<file path="src/rtl/relay_regs_map.vh">
`ifndef RELAY_REGS_MAP_VH
`define RELAY_REGS_MAP_VH
// ----------------------------------------
// register addresses
// ----------------------------------------
`define ADDR_STATUS      8'h00
`define ADDR_ADDRESS     8'h01
`define ADDR_RATE        8'h02
`define ADDR_TRAFFIC     8'h03
`define ADDR_PASSWORD    8'h04
`define ADDR_BANK        8'h05
`define ADDR_CBF_TIME    8'h06
`define ADDR_TEST        8'h07
`define ADDR_IRQ_STAT    8'h08
`define ADDR_IRQ_CLR     8'h09
`define ADDR_IRQ_EN      8'h0A
`define ADDR_PW_CHECK    8'h0B
`define ADDR_LINK_WRITE  8'h0C
// record stacks: base + 8*record + entry
`define ADDR_REC_BASE    8'h40
// ----------------------------------------
// field values and reset values
// ----------------------------------------
`define WEIGHT_BLOCK1    4'h1
`define WEIGHT_BLOCK2    4'h2
`define WEIGHT_RRESET    4'h4
`define RATE_4K8         1'b0
`define RATE_9K6         1'b1
`define RATE_RESET       1'b1
`define BANK_MAIN        1'b0
`define BANK_RESET       1'b0
// operate time in units of 0.1 s
`define CBF_TIME_MIN     4'h1
`define CBF_TIME_MAX     4'hA
`define CBF_TIME_RESET   4'h2
`define STACK_DEPTH      5
// ----------------------------------------
// timing
// ----------------------------------------
`define CLK_HZ           50000000
`define TEST_STEP_MS     1000
`define TRAFFIC_TICK_MS  10
// ----------------------------------------
// interrupt bits
// ----------------------------------------
`define IRQ_TRIP         0
`define IRQ_PW_REJECT    1
`define IRQ_TEST_DONE    2
`endif

</file>
<file path="src/rtl/trip_stack.v">
`timescale 1ns/1ps
// ----------------------------------------
// five deep trip value stack
// ----------------------------------------
module trip_stack #(
    parameter W     = 16,
    parameter DEPTH = 5
) (
    // clock and reset
    input  wire              clk,
    input  wire              rst,
    input  wire              ce,
    // control
    input  wire              clear,
    input  wire              push,
    input  wire [W-1:0]      din,
    input  wire [2:0]        sel,
    // read
    output reg  [W-1:0]      dout
);
    reg [W-1:0] mem_q [0:DEPTH-1];
    integer i;

    always @(posedge clk or posedge rst) begin
        if (rst) begin
            for (i = 0; i < DEPTH; i = i + 1)
                mem_q[i] <= {W{1'b0}};
        end else if (ce) begin
            if (clear) begin
                for (i = 0; i < DEPTH; i = i + 1)
                    mem_q[i] <= {W{1'b0}};
            end else if (push) begin
                // entry 0 is newest; the oldest falls off the top
                mem_q[0] <= din;
                for (i = 1; i < DEPTH; i = i + 1)
                    mem_q[i] <= mem_q[i-1];
            end
        end
    end

    always @* begin
        if (sel < DEPTH)
            dout = mem_q[sel];
        else
            dout = {W{1'b0}};
    end
endmodule // trip_stack

</file>
<file path="src/rtl/relay_record_status_regs.v">
// Our own choices: the address-and-strobe port and the address map.
`timescale 1ns/1ps
`include "relay_regs_map.vh"
// Summary of operation
// (RULE1) each trip pushes phase angles of L1 and L3 into their record stacks
// (RULE2) stacks hold five entries; newest at entry 0, sixth trip drops oldest
// (RULE3) status digit sums weights 1, 2 and 4 of active inputs
// (RULE4) test mode from status register steps start and trip outputs one by one
// (RULE5) module address register identifies the module on the serial link
// (RULE6) link rate selectable 4.8 or 9.6 kBd, 9.6 kBd after initialisation
// (RULE7) traffic counter zero while link operates, else rolls 0 to 255
// (RULE8) link setting writes refused until correct password supplied
// (RULE9) bank selector 0 main, 1 second settings, default 0
// (RULE10) breaker failure operate time 0.1 to 1.0 s, default 0.2 s
// (RULE11) reset and program buttons together clear all records to zero
// (RULE12) loss of auxiliary power clears all records
// (RULE13) address, rate and password survive supply failure
// (RULE14) status digit follows the inputs continuously
module relay_record_status_regs #(
    parameter AW           = 8,
    parameter VW           = 16,
    parameter TEST_STEP_CY = (`CLK_HZ / 1000) * `TEST_STEP_MS,
    parameter TICK_CY      = (`CLK_HZ / 1000) * `TRAFFIC_TICK_MS,
    parameter NUM_OUTS     = 4
) (
    // clock and reset
    input  wire              clk,
    input  wire              rst,
    input  wire              ce,
    input  wire              aux_power_lost,
    // register port
    input  wire [AW-1:0]     addr,
    input  wire [15:0]       wdata,
    input  wire              wr,
    input  wire              rd,
    output reg  [15:0]       rdata,
    // inputs
    input  wire              block_input_one,
    input  wire              block_input_two,
    input  wire              remote_reset_input,
    input  wire              button_reset,
    input  wire              button_program,
    input  wire              trip_event,
    input  wire [VW-1:0]     angle_l1,
    input  wire [VW-1:0]     angle_l3,
    input  wire              link_operating,
    // non-volatile image loaded at power up
    input  wire              nv_load,
    input  wire [7:0]        nv_address,
    input  wire              nv_rate,
    input  wire [15:0]       nv_password,
    // outputs
    output reg  [7:0]        module_address,
    output reg               link_rate,
    output reg               setting_bank,
    output reg  [3:0]        cbf_time,
    output reg               nv_store,
    output reg  [NUM_OUTS-1:0] test_outputs,
    output reg               test_active,
    output reg               irq
);
    // ----------------------------------------
    // state
    // ----------------------------------------
    localparam ST_IDLE = 1'b0;
    localparam ST_STEP = 1'b1;

    reg  [3:0]  status_q;
    reg  [7:0]  traffic_q;
    reg  [31:0] tick_q;
    reg  [15:0] password_q;
    reg         unlocked_q;
    reg         state_q;
    reg  [31:0] step_q;
    reg  [2:0]  out_idx_q;
    reg  [2:0]  irq_stat_q;
    reg  [2:0]  irq_en_q;
    reg  [2:0]  irq_set;
    wire        rec_clear;
    wire [VW-1:0] rec1_out;
    wire [VW-1:0] rec3_out;
    wire        link_wr;
    reg  [15:0] rd_d;
    wire        test_wr;
    wire        test_abort;
    wire        step_done;
    wire        last_out;

    // records clear on the button pair or whenever auxiliary power drops
    assign rec_clear  = (button_reset & button_program) | aux_power_lost; // RULE11 RULE12
    assign link_wr    = wr && (addr == `ADDR_LINK_WRITE);
    assign test_wr    = wr && (addr == `ADDR_TEST);
    // an abort in the last step wins, so it must not raise the done flag
    assign test_abort = test_wr && !wdata[0];
    assign step_done  = (step_q >= TEST_STEP_CY - 1);
    assign last_out   = (out_idx_q == NUM_OUTS - 1);

    // ----------------------------------------
    // record stacks
    // ----------------------------------------
    trip_stack #(.W(VW), .DEPTH(`STACK_DEPTH)) u_rec_l1 (
        .clk   (clk),
        .rst   (rst),
        .ce    (ce),
        .clear (rec_clear),
        .push  (trip_event), // RULE1 RULE2
        .din   (angle_l1),
        .sel   (addr[2:0]),
        .dout  (rec1_out)
    );

    trip_stack #(.W(VW), .DEPTH(`STACK_DEPTH)) u_rec_l3 (
        .clk   (clk),
        .rst   (rst),
        .ce    (ce),
        .clear (rec_clear),
        .push  (trip_event), // RULE1 RULE2
        .din   (angle_l3),
        .sel   (addr[2:0]),
        .dout  (rec3_out)
    );

    // ----------------------------------------
    // status digit and traffic counter
    // ----------------------------------------
    always @(posedge clk or posedge rst) begin
        if (rst) begin
            status_q  <= 4'h0;
            traffic_q <= 8'h00;
            tick_q    <= 32'h0;
        end else if (ce) begin
            // registered: the digit lags the inputs by one cycle
            status_q <= (block_input_one    ? `WEIGHT_BLOCK1 : 4'h0)
                      + (block_input_two    ? `WEIGHT_BLOCK2 : 4'h0)
                      + (remote_reset_input ? `WEIGHT_RRESET : 4'h0); // RULE3 RULE14
            // a running link pins the counter at zero; otherwise it rolls over
            if (link_operating) begin
                traffic_q <= 8'h00; // RULE7
                tick_q    <= 32'h0;
            end else if (tick_q >= TICK_CY - 1) begin
                tick_q    <= 32'h0;
                traffic_q <= traffic_q + 8'h01; // RULE7
            end else begin
                tick_q <= tick_q + 32'h1;
            end
        end
    end

    // ----------------------------------------
    // settings, password and interrupts
    // ----------------------------------------
    always @* begin
        irq_set = 3'h0;
        irq_set[`IRQ_TRIP] = trip_event;
        // a link write lost to an image load is neither taken nor refused
        irq_set[`IRQ_PW_REJECT] = link_wr && !nv_load && !unlocked_q; // RULE8
        irq_set[`IRQ_TEST_DONE] = (state_q == ST_STEP) && step_done && last_out
                                  && !test_abort;
    end

    always @(posedge clk or posedge rst) begin
        if (rst) begin
            module_address <= 8'h00;
            link_rate      <= `RATE_RESET;
            password_q     <= 16'h0000;
            unlocked_q     <= 1'b0;
            setting_bank   <= `BANK_RESET;
            cbf_time       <= `CBF_TIME_RESET;
            nv_store       <= 1'b0;
            irq_stat_q     <= 3'h0;
            irq_en_q       <= 3'h0;
            irq            <= 1'b0;
        end else if (ce) begin
            // store is a one-cycle request to save the non-volatile image
            nv_store <= 1'b0;
            if (nv_load) begin
                module_address <= nv_address; // RULE13
                link_rate      <= nv_rate;
                password_q     <= nv_password;
                unlocked_q     <= 1'b0;
            end else if (wr) begin
                case (addr)
                    `ADDR_ADDRESS: begin
                        module_address <= wdata[7:0]; // RULE5
                        nv_store       <= 1'b1; // RULE13
                    end
                    `ADDR_RATE: begin
                        link_rate <= wdata[0]; // RULE6
                        nv_store  <= 1'b1;
                    end
                    `ADDR_PASSWORD: begin
                        password_q <= wdata;
                        nv_store   <= 1'b1;
                        // a new password needs a fresh check before link writes
                        unlocked_q <= 1'b0; // RULE8
                    end
                    `ADDR_BANK:     setting_bank <= wdata[0]; // RULE9
                    `ADDR_CBF_TIME: begin
                        if (wdata[3:0] >= `CBF_TIME_MIN && wdata[3:0] <= `CBF_TIME_MAX)
                            cbf_time <= wdata[3:0]; // RULE10
                    end
                    `ADDR_PW_CHECK: unlocked_q <= (wdata == password_q); // RULE8
                    `ADDR_LINK_WRITE: begin
                        // remote setting write, accepted only when unlocked
                        if (unlocked_q) begin
                            case (wdata[15:12])
                                4'h5: setting_bank <= wdata[0]; // RULE8 RULE9
                                4'h6: begin
                                    if (wdata[3:0] >= `CBF_TIME_MIN &&
                                        wdata[3:0] <= `CBF_TIME_MAX)
                                        cbf_time <= wdata[3:0]; // RULE8
                                end
                                default: ;
                            endcase
                        end
                    end
                    `ADDR_IRQ_EN:   irq_en_q <= wdata[2:0];
                    default: ;
                endcase
            end
            // set wins over clear
            if (wr && addr == `ADDR_IRQ_CLR)
                irq_stat_q <= (irq_stat_q & ~wdata[2:0]) | irq_set;
            else
                irq_stat_q <= irq_stat_q | irq_set;
            irq <= |(irq_stat_q & irq_en_q);
        end
    end

    // ----------------------------------------
    // test mode sequencer
    // ----------------------------------------
    always @(posedge clk or posedge rst) begin
        if (rst) begin
            state_q      <= ST_IDLE;
            step_q       <= 32'h0;
            out_idx_q    <= 3'h0;
            test_outputs <= {NUM_OUTS{1'b0}};
            test_active  <= 1'b0;
        end else if (ce) begin
            case (state_q)
                ST_IDLE: begin
                    test_outputs <= {NUM_OUTS{1'b0}};
                    test_active  <= 1'b0;
                    if (wr && addr == `ADDR_TEST && wdata[0]) begin
                        state_q      <= ST_STEP; // RULE4
                        step_q       <= 32'h0;
                        out_idx_q    <= 3'h0;
                        test_active  <= 1'b1;
                        test_outputs <= {{(NUM_OUTS-1){1'b0}}, 1'b1};
                    end
                end
                // each output stands for TEST_STEP_CY cycles in turn, the last one for TEST_STEP_CY + 1
                ST_STEP: begin
                    if (wr && addr == `ADDR_TEST && !wdata[0]) begin
                        state_q <= ST_IDLE;
                    end else if (step_q >= TEST_STEP_CY - 1) begin
                        step_q <= 32'h0;
                        if (out_idx_q == NUM_OUTS - 1) begin
                            state_q <= ST_IDLE;
                        end else begin
                            out_idx_q    <= out_idx_q + 3'h1;
                            test_outputs <= test_outputs << 1; // RULE4
                        end
                    end else begin
                        step_q <= step_q + 32'h1;
                    end
                end
                default: state_q <= ST_IDLE;
            endcase
        end
    end

    // ----------------------------------------
    // read port
    // ----------------------------------------
    always @* begin
        rd_d = 16'h0000;
        case (addr)
            `ADDR_STATUS:   rd_d = {12'h000, status_q};
            `ADDR_ADDRESS:  rd_d = {8'h00, module_address};
            `ADDR_RATE:     rd_d = {15'h0000, link_rate};
            `ADDR_TRAFFIC:  rd_d = {8'h00, traffic_q};
            `ADDR_BANK:     rd_d = {15'h0000, setting_bank};
            `ADDR_CBF_TIME: rd_d = {12'h000, cbf_time};
            `ADDR_TEST:     rd_d = {15'h0000, test_active};
            `ADDR_IRQ_STAT: rd_d = {13'h0000, irq_stat_q};
            `ADDR_IRQ_EN:   rd_d = {13'h0000, irq_en_q};
            `ADDR_PW_CHECK: rd_d = {15'h0000, unlocked_q};
            default: begin
                // records: L1 stack at 0x40 to 0x47, L3 stack at 0x48 to 0x4F
                if (addr[7:4] == 4'h4 && addr[3] == 1'b0)
                    rd_d = rec1_out;
                else if (addr[7:4] == 4'h4)
                    rd_d = rec3_out;
            end
        endcase
    end

    // read data stand from the cycle after the strobe until the next read
    always @(posedge clk or posedge rst) begin
        if (rst)
            rdata <= 16'h0000;
        else if (ce && rd)
            rdata <= rd_d;
    end
endmodule // relay_record_status_regs

</file>
<file path="config.mk">
export PLATFORM = sky130hd
export DESIGN_NAME = relay_record_status_regs
export DESIGN_NICKNAME = d
export VERILOG_FILES = /design/src/rtl/trip_stack.v /design/src/rtl/relay_record_status_regs.v
export VERILOG_INCLUDE_DIRS = /design/src /design/src/rtl
export SDC_FILE = /design/constraint.sdc
export NUM_CORES = 1
export LEC_CHECK = 0
export BUFFER_PORTS_ARGS = -buffer_cell sky130_fd_sc_hd__buf_2
export CAP_MARGIN = 20
export CORE_MARGIN = 2
export CORE_UTILIZATION = 54
export CTS_CLUSTER_SIZE = 12
export DETAILED_ROUTE_END_ITERATION = 16
export PLACE_DENSITY = 0.76
export SLEW_MARGIN = 10
export SYNTH_ARGS = -nofsm -noshare
export SYNTH_HDL_FRONTEND = slang
export SYNTH_SLANG_ARGS = --single-unit
export TNS_END_PERCENT = 20
</file>
<file path="constraint.sdc">
create_clock -name clk -period 8.78 [get_ports clk]
set_input_delay 1.317 -clock clk [delete_from_list [all_inputs] [get_ports clk]]
set_output_delay 1.317 -clock clk [all_outputs]
set_load 0.02 [all_outputs]
</file>
# ---- After elaboration in Yosys (flattened, before gate mapping)
# Index checks and enable logic that the tools add are counted.
dict set report totals {
  regBits 300
  input_bits 95
  wordCells 182
}
dict set report classes {
  n_addsub 6
  order_cmp 6
  eq_ne 24
  mux 64
  n_bitwise 11
  reduce_logical 42
}
# op n
set ops {}
lappend ops {{2-to-1 mux 80 bit} 4}
lappend ops {{2-to-1 mux 16 bit} 11}
lappend ops {{2-to-1 mux 32 bit} 5}
lappend ops {{case mux 16 bit (10 select lines)} 1}
lappend ops {{binary-select mux 16 bit (select 3 bit)} 2}
lappend ops {{adder 32 x 1 -> 32 bit, second input constant} 2}
lappend ops {{case mux 32 bit (2 select lines)} 1}
lappend ops {{== test 8 x 4 -> 1 bit, second input constant} 5}
lappend ops {{2-to-1 mux 8 bit} 5}
lappend ops {{== test 8 x 3 -> 1 bit, second input constant} 4}
lappend ops {{greater-or-equal comparator 32 x 19 -> 1 bit, second input constant} 1}
lappend ops {{greater-or-equal comparator 32 x 26 -> 1 bit, second input constant} 1}
lappend ops {{2-to-1 mux 4 bit} 6}
lappend ops {{2-to-1 mux 3 bit} 6}
lappend ops {{== test 16 bit} 1}
lappend ops {{== test 8 x 2 -> 1 bit, second input constant} 2}
lappend ops {{2-to-1 mux 1 bit} 16}
lappend ops {{case mux 4 bit (2 select lines)} 2}
lappend ops {{nonzero test 2 bit} 8}
lappend ops {{AND reduction 3 bit} 5}
lappend ops {{logical AND 1 bit} 13}
lappend ops {{== test 4 x 3 -> 1 bit, second input constant} 3}
lappend ops {{AND reduction 6 bit} 2}
lappend ops {{adder 8 x 1 -> 8 bit, second input constant} 1}
lappend ops {{28 further kinds} 46}

# ---- Longest topological paths before layout
# Gate-level depths: netlist of run 1.
dict set report depth {
  ltp_word 8
  mapped_depth 9
  ltp_nobuf 7
}

# ---- Cells and area by module
# A second synthesis of run 1 with hierarchy kept.
dict set report unflattened {
  cells_unflattened 1695
  area_unflattened_um2 16160.5
}
# module instances cells_per_inst area_per_inst_um2 seq_area_each_um2
set modules_own_cells {}
lappend modules_own_cells {trip_stack 2 441 4126.5 2001.9}
lappend modules_own_cells {relay_record_status_regs 1 813 7907.6 3480.8}

# ---- Worst setup path before layout of run 1
# OpenSTA, ideal clock, no wires.
dict set report synth_timing {
  path_type {input port to flip-flop}
  start {input addr[5]}
  end {register cbf_time[0]}
  setup_time_ns 0.128
  t_arrival_ns 2.949
  required_ns 8.652
  setup_slack_ns 5.703
  stages 5
  cell_sequence {or4_1 nor2_1 a32oi_1 a2111oi_4 mux2_1}
}
dict set report synth_via {
  elab_chain_cells 3
}
# item line_no
set synth_rtl {}
lappend synth_rtl {{from (decl)} relay_record_status_regs.v:32} ;# input wire [AW-1:0] addr,
lappend synth_rtl {{== test 8 x 4 -> 1 bit / == test 8 x 3 -> 1 bit (equally long branches)} relay_record_status_regs.v:182} ;# case (addr)
lappend synth_rtl {{inequality test 2 x 1 -> 1 bit (no line), or another cell as far along} -}
lappend synth_rtl {{AND reduction 6 bit (no line)} -}
lappend synth_rtl {{to (signal assigned)} relay_record_status_regs.v:168} ;# cbf_time <= `CBF_TIME_RESET;
lappend synth_rtl {{to (signal assigned)} relay_record_status_regs.v:200} ;# cbf_time <= wdata[3:0];
lappend synth_rtl {{to (signal assigned)} relay_record_status_regs.v:211} ;# cbf_time <= wdata[3:0];
lappend synth_rtl {{to (decl)} relay_record_status_regs.v:56} ;# output reg [3:0] cbf_time,
# Several ways; a longest one is shown, not always the timed one.
# A chain may end at the register's enable or synchronous reset.

# ---- Final worst setup path of run 1
dict set report layout_timing {
  start {input addr[2]}
  end {register step_q[19]}
}
dict set report layout_via {
  elab_chain_cells 5
}
# item line_no
set layout_rtl {}
lappend layout_rtl {{== test 8 x 3 -> 1 bit (*)} -}
lappend layout_rtl {{logical AND 1 bit (no line) (*)} -}
lappend layout_rtl {{logical AND 1 bit, on equally long branches} {relay_record_status_regs.v:245, relay_record_status_regs.v:255}}
lappend layout_rtl {{inequality test 2 bit (no line)} -}
lappend layout_rtl {{AND reduction 3 bit (no line) (*)} -}
lappend layout_rtl {{to (signal assigned)} relay_record_status_regs.v:266} ;# step_q <= step_q + 32'h1;
lappend layout_rtl {{to (decl)} relay_record_status_regs.v:74} ;# reg [31:0] step_q;
# Mark *: on every way between the ends. The rest lies on a longest branch, timed or not.

==> summary.md, run 1 <==
| Metric | Value |
|---|---|
| GRT met2 Usage | `0.3695` |
| Synth warnings | `0` |
| Final ANT Viol Nets | `0` |
| Final TNS setup | `0 ps` |
| Hold path depth | `1` |
| Final Hold Violating Endpoints | `0` |
| Switching Power | `838.3 uW` |
| IO buf count | `131` |
| Final Util | `0.6228` |
| Root buf cell | `clkbuf_16` |
| Hold crit path type | `register to register` |
| Wirelength, routed | `approximately 34 mm` |
| Synth cell count leaders | `dfrtp_1, a22o_1, nor2_1` |
| CP Class | `primary input to register` |
| Met1 Usage GRT | `0.3630` |
| Post-synth top area share | `0.5252` |
| Die W | `165.9 um` |
| Predominant post-synthesis flop cell | `dfrtp_1` |
| # Max-Cap Violations | `0` |
| Layout Skew | `13.66 ps` |
| Clock slew at reported path FFs | `60 ps` |
| Post-synth cell types | `77` |
| Crit-path max FO | `50` |
| Clk sinks | `approximately 300` |
| Ports | `around 130` |
| Core box area | `0.02591 mm2` |
| Leakage Power | `~7.4 nW` |
| Register area share after synthesis | `0.5289` |
| DR vias | `10760` |
| EDFF count, synth | `0` |
| TritonCTS buffer count | `34` |
| Post-synth ARST share | `1.000` |
| Fin crit share | `0.4241` |
| Initial Util | `0.5462` |
| Worst-margin pin slew | `1037 ps` |
| Final setup viols | `0` |
| #FFs+latches synth | `299` |
| # DRC | `0` |
| Global Route Usage Sum | `0.2416` |
| Final Wtd Congestion | `0.8819` |
| Vias in the first global route | `10420` |
| CP Capture Type | `register` |
| Syn nets | `1370` |
| Status | `finished clean` |
| Pin count of the biggest net entering global routing | `180` |
| Iteration-0 DRC count of the detailed router | `about 970` |
| Reg2Reg Setup Slack | `6190 ps` |
| 1st-pass router iterations | `5` |
| Synth Instances | `1270` |
| Die area | `0.02752 mm2` |
| Nets | `1466` |
| Clock latency on the worst-skew pair | `510 ps` |
| Worst R2R End | `step_q[19]` |
| Min-delay src | `rdata[14]` |
| Relative slew slack | `0.3088` |
| Unrepaired setup endpoints after global routing | `no` |
| Synthesis-to-layout area growth | `14.02%` |
| Syn avg cell area | `11.14 um2` |
| Overflow after GRT | `0` |
| Power density cells | `202.6 mW/mm2` |
| Flop pwr share | `0.469` |
| Fin. max-slew vios | `0` |
| Setup Fix Bufs, Post-CTS | `0` |
| Fmax | `roughly 0.27 GHz` |
| Tmin final | `3724 ps` |
| First-pass GRT wire length | `approximately 55 mm` |
| Busiest grt layer | `met2` |
| Post-Syn Area | `~0.014 mm2` |
| Most instantiated library cell after synthesis | `dfrtp_1` |
| CP Launch Type | `primary input` |
| Maximum VDD drop | `0.0001301 V` |
| DR vias/cell | `6.238` |
| Part of the power in combinational logic | `0.107` |
| Clock Tree Buf Depth | `3` |
| Clock network fraction of design power | `0.425` |
| Worst path required time | `9140 ps` |
| Worst Hold End | `rdata[14]` |
| Internal power | `2.431 mW` |
| Initial antenna violation count | `1` |
| CP arrival | `4080 ps` |
| Synth top area cells | `dfrtp_1, a22o_1, mux4_2, nor2_1, a21oi_1` |
| Hpwl dp | `21.30 mm` |
| Sw Share | `0.2564` |
| # hold bufs at CTS | `0` |
| Met3 GRT Util | `0.03432` |
| Fill cells | `2006` |
| Die H | `~170 um` |
| Reg2reg path depth | `7` |
| Reg2Reg Launch Point | `step_q[0]` |
| DR WL/cell | `19.45 um` |
| Post-synth top area cell | `dfrtp_1` |
| Num rows | `59` |
| CTS tree | `yes` |
| Number of H-tree levels | `2` |
| CTS resizes | `0` |
| Layout cell share with drive strength beyond 1 | `0.1821` |
[through the flow]
stage,area [um2],setup slack (ps),hold slack [ps],total power [mW],std cells
after floorplan,14160,3492,455.0,1.782,1270
after global placement,15020,4635,465.9,1.885,1664
final,16140,5056,480.6,3.269,1725
after CTS,16120,5066,487.3,3.292,1723
after global routing,16140,4820,505.0,3.397,1725
after detailed placement,15020,4512,474.4,1.900,1664
[flip-flops by register name, summed over array words and instances, names as in the netlist, 4 cells and up]
name / count
password_q: 16
u_rec_l1.mem_q: 80
tick_q: 32
traffic_q: 8
module_address: 8
test_outputs: 4
u_rec_l3.mem_q: 80
cbf_time: 4
step_q: 32
rdata: 16
[layer usage]
layer / vias up / routed length [um]
met5: - / 0
met2: 347 / 15660
met4: 0 / 674
li1: 4988 / -
met3: 51 / 1741
met1: 5374 / 15490
[layout make-up]
type | instances | area, um2 | area share
Tap cell | 335 | 419.2 | 0.02598
Sequential cell | 299 | 7485 | 0.4638
Multi-Input combinational cell | 870 | 6299 | 0.3903
Clock inverter | 7 | 60.06 | 0.003722
Timing Repair Buffer | 143 | 758.2 | 0.04699
Inverter | 18 | 71.32 | 0.004420
Antenna cell | 1 | 2.502 | 0.0001551
Clock buffer | 52 | 1042 | 0.06459
[critical path, stage by stage]
cell and delay [ps]:
buf_2 750, nor2b_1 460, nand4_2 250, mux2_2 550, nor2_1 610, nor2_1 130
[layout by cell type, fill, tap and decap left out, types with 5 or more instances in the layout]
| cell | Yosys | final |
|---|---|---|
| a21o_1 | 12 | 12 |
| a21oi_1 | 82 | 82 |
| a221oi_1 | 5 | 5 |
| a22o_1 | 168 | 168 |
| a22oi_1 | 8 | 8 |
| a31oi_1 | 8 | 8 |
| and2_1 | 5 | 5 |
| and3_1 | 16 | 16 |
| and4_1 | 7 | 7 |
| buf_2 | 13 | 131 |
| buf_4 | 0 | 11 |
| clkbuf_1 | 58 | 9 |
| clkbuf_16 | 0 | 37 |
| clkbuf_8 | 0 | 6 |
| clkinv_2 | 0 | 6 |
| dfrtp_1 | 297 | 297 |
| ha_1 | 5 | 5 |
| inv_1 | 17 | 16 |
| mux2_2 | 9 | 9 |
| mux2i_1 | 23 | 23 |
| mux4_2 | 28 | 28 |
| nand2_1 | 62 | 62 |
| nand2b_1 | 8 | 8 |
| nand3_1 | 27 | 27 |
| nand4_1 | 18 | 18 |
| nor2_1 | 119 | 117 |
| nor2b_1 | 39 | 39 |
| nor3_1 | 19 | 19 |
| nor3b_1 | 6 | 6 |
| nor4_1 | 16 | 16 |
| o211ai_1 | 5 | 5 |
| o21a_1 | 9 | 9 |
| o21ai_0 | 31 | 31 |
| o221ai_1 | 7 | 7 |
| o22ai_1 | 6 | 6 |
| xnor2_1 | 13 | 13 |
| xor2_1 | 33 | 33 |
[cells by family after synthesis]
family	Yosys count	share of synthesized area
buf+inv	101	0.02794
xor+xnor	46	0.02847
flops	299	0.5289
simple gates	366	0.1324
mux	64	0.07117
fa+ha+maj	5	0.004420
compound gates	389	0.2067
[worst max-delay path by stage]
| stage | endpoint | startpoint | slack (ps) |
|---|---|---|---|
| final | step_q[19] | addr[2] | 5060 |
| after global routing | step_q[19] | addr[2] | 4820 |
| after global placement | step_q[24] | addr[2] | 4630 |
| after floorplan | cbf_time[0] | rst | 3490 |
| after CTS | step_q[19] | addr[2] | 5070 |
| after detailed placement | step_q[26] | addr[2] | 4510 |
[power by group through the flow]
stage          Combinational [mW]  Clock (mW)  Sequential (mW)
3_5_place_dp                0.348           0             1.55
3_3_place_gp                0.336           0             1.55
2_1_floorplan               0.234           0             1.55
5_1_grt                     0.388        1.47             1.54
6_report                    0.348        1.39             1.53
4_1_cts                     0.349        1.41             1.53
Power figures use the tool's default switching activity.
==> run 2, diff against run 1 <==
CORE_UTILIZATION = 60   (was 54)
PLACE_DENSITY = 0.8   (was 0.76)
clock period = 3.85 ns   (was 8.78 ns; I/O delays follow)
==> run 2 against run 1 <==
Net effect:
- via count up 2.6%
- clock-buffer cell count did not move
- wire length up 4.4%
- die area shrank 9.8%
- worst hold slack got worse by 210 ps
- critical path depth up 1
- clock power is 120% higher
- cell count increased by 0.12%
- sequential share of layout area shrank 0.31 points
- total power grew 120%
- non-clock buffer count increased by 15
- register-to-register slack got worse by 5100 ps
- highest routed layer is now met5
==> summary.md, run 2 (synthesis gave the netlist of run 1 again) <==
| Metric | Value |
|---|---|
| CP Class | `register to register` |
| Unrepaired setup endpoints after global routing | `no` |
| Die W | `157.6 um (-5.0%)` |
| TritonCTS buffer count | `34 (unchanged)` |
| Vias in the first global route | `10890 (+4.5%)` |
| Worst-margin pin slew | `873.5 ps (-163.4 ps)` |
| First-pass GRT wire length | `57.05 mm (+3.7%)` |
| Layout Skew | `23.22 ps (+9.553 ps)` |
| Reg2Reg Setup Slack | `1140 ps (-5050 ps)` |
| Number of H-tree levels | `2 (unchanged)` |
| Clk sinks | `299 (unchanged)` |
| CP Capture Type | `register` |
| Worst hold slack | `273.9 ps (-206.7 ps)` |
| Iteration-0 DRC count of the detailed router | `1035 (+7.1%)` |
| Initial Util | `0.6066 (+0.06037)` |
| Hpwl dp | `22.97 mm (+7.8%)` |
| Reg2Reg Launch Point | `step_q[0]` |
| Synthesis-to-layout area growth | `14.79%` |
| Clock Tree Buf Depth | `3 (unchanged)` |
| # DRC | `0 (unchanged)` |
| Maximum VDD drop | `0.0003069 V (+140%)` |
| Final Util | `0.6963 (+0.07349)` |
| Top Registers | `u_rec_l1.mem_q (80), u_rec_l3.mem_q (80)` |
| CP Launch Type | `register` |
| Fin crit share | `0.7045` |
| DR vias/cell | `6.395 (+2.5%)` |
| Relative slew slack | `0.4177 (+0.1089)` |
| Total power | `7.348 mW (+120%)` |
| Leakage Power | `7.428 nW (+0.82%)` |
| CTS resizes | `0 (unchanged)` |
| Hold path depth | `2 (+1)` |
| Reg2reg path depth | `7 (unchanged)` |
| Final Hold Violating Endpoints | `0 (unchanged)` |
| Initial antenna violation count | `5 (+4)` |
| Worst path required time | `4280 ps (-4860 ps)` |
| Commonest non-fill, non-tap cells in the layout | `dfrtp_1, a22o_1, buf_2` |
| Status | `finished clean` |
| Core box area | `0.02333 mm2 (-10%)` |
| # hold bufs at CTS | `0 (unchanged)` |
| # Max-Cap Violations | `0 (unchanged)` |
| Die area | `0.02483 mm2 (-9.8%)` |
| Ports | `132 (unchanged)` |
| Layout cell share with drive strength beyond 1 | `0.1880 (+0.005889)` |
| CTS tree | `yes` |
| Fin. max-slew vios | `0 (unchanged)` |
| CP arrival | `3140 ps (-940 ps)` |
| Root buf cell | `clkbuf_16` |
| Fmax | `~0.37 GHz` |
| Final Wtd Congestion | `0.9338 (+5.9%)` |
| Final ANT Viol Nets | `0 (unchanged)` |
| Num rows | `56 (-5.1%)` |
| Crit-path max FO | `11 (-78%)` |
| Power density cells | `452.3 mW/mm2 (+120%)` |
| Hold crit path type | `primary input to register` |
| 1st-pass router iterations | `5 (unchanged)` |
| Overflow after GRT | `0 (unchanged)` |
| Final TNS setup | `0 ps (unchanged)` |
| Commonest non-fill, non-tap cell in the layout | `dfrtp_1` |
| Global Route Usage Sum | `0.2878 (+0.04618)` |
| IO buf count | `131 (unchanged)` |
| Wirelength, routed | `35.02 mm (+4.4%)` |
| DR vias | `11040 (+2.6%)` |
| Clock latency on the worst-skew pair | `520 ps (about the same)` |
| Nets | `1481 (+1.0%)` |
| Worst R2R End | `out_idx_q[2]` |
| Pin count of the biggest net entering global routing | `89 (-51%)` |
| Place WS | `804.5 ps (-3707 ps)` |
| Min-delay src | `angle_l3[0]` |
| Worst Hold End | `u_rec_l3.mem_q[64]` |
| Setup Fix Bufs, Post-CTS | `0 (unchanged)` |
| Final setup viols | `0 (unchanged)` |
| Tmin final | `2712 ps` |
| DR WL/cell | `20.28 um (+4.2%)` |
| Final WS setup | `1138 ps (-3918 ps)` |
| Die H | `157.6 um (-5.0%)` |
| Clock slew at reported path FFs | `60 ps (about the same)` |
[run 2: cell types whose count changed in the layout (fill, tap and decap cells not counted), moves of 2 or more]
| cell | delta |
|---|---|
| buf_4 | +8 |
| buf_12 | +6 |
| clkbuf_1 | +3 |
| clkbuf_16 | -3 |
| clkinv_2 | -3 |
| diode_2 | +3 |
| inv_6 | +2 |
[run 2: how the worst max path moves through the flow]
stage,from,end,slack [ps],cells past startpoint
2_1_floorplan,rst,cbf_time[0],-700,1
3_5_place_dp,addr[0],step_q[28],800,6
3_3_place_gp,addr[0],step_q[19],930,6
6_report,step_q[0],out_idx_q[2],1140,7
4_1_cts,step_q[0],out_idx_q[2],1140,7
5_1_grt,step_q[0],out_idx_q[2],900,7
[run 2: area by class of cell]
class,count,area [um2]
Antenna cell,4,10.01
Tap cell,319,399.1
Timing Repair Buffer,158,948.4
Sequential cell,299,7485
Clock inverter,7,60.06
Fill cell,1681,7087
Clock buffer,52,978.4
Multi-Input combinational cell,870,6294
Inverter,18,71.32
[run 2: metal layers]
layer | up-vias | part of all wire | GRT usage
li1 | 5013 | - | -
met1 | 5574 | 0.44 | 0.4192
met5 | - | 0.00077 | 0
met2 | 384 | 0.47 | 0.4425
met4 | 4 | 0.025 | 0.09221
met3 | 69 | 0.065 | 0.05365
[run 2: power by group]
group / internal, mW / switching (mW)
logic: 0.316 / 0.503
registers: 3.32 / 0.185
clock network: 1.76 / 1.26
[run 2: critical path, cell delays in order, from the launching register on]
cell and delay [ps]:
dfrtp_1 410, ha_1 220, nand3_1 250, o211ai_2 260
a311oi_2 150, or2_2 440, nor4_2 630, mux2i_1 270
[run 2: metrics by stage]
stage | cell area (um2) | instances
final | 16250 | 1727
after CTS | 16200 | 1720
after global routing | 16240 | 1724
after detailed placement | 15160 | 1661
after global placement | 15160 | 1661
after floorplan | 14160 | 1270
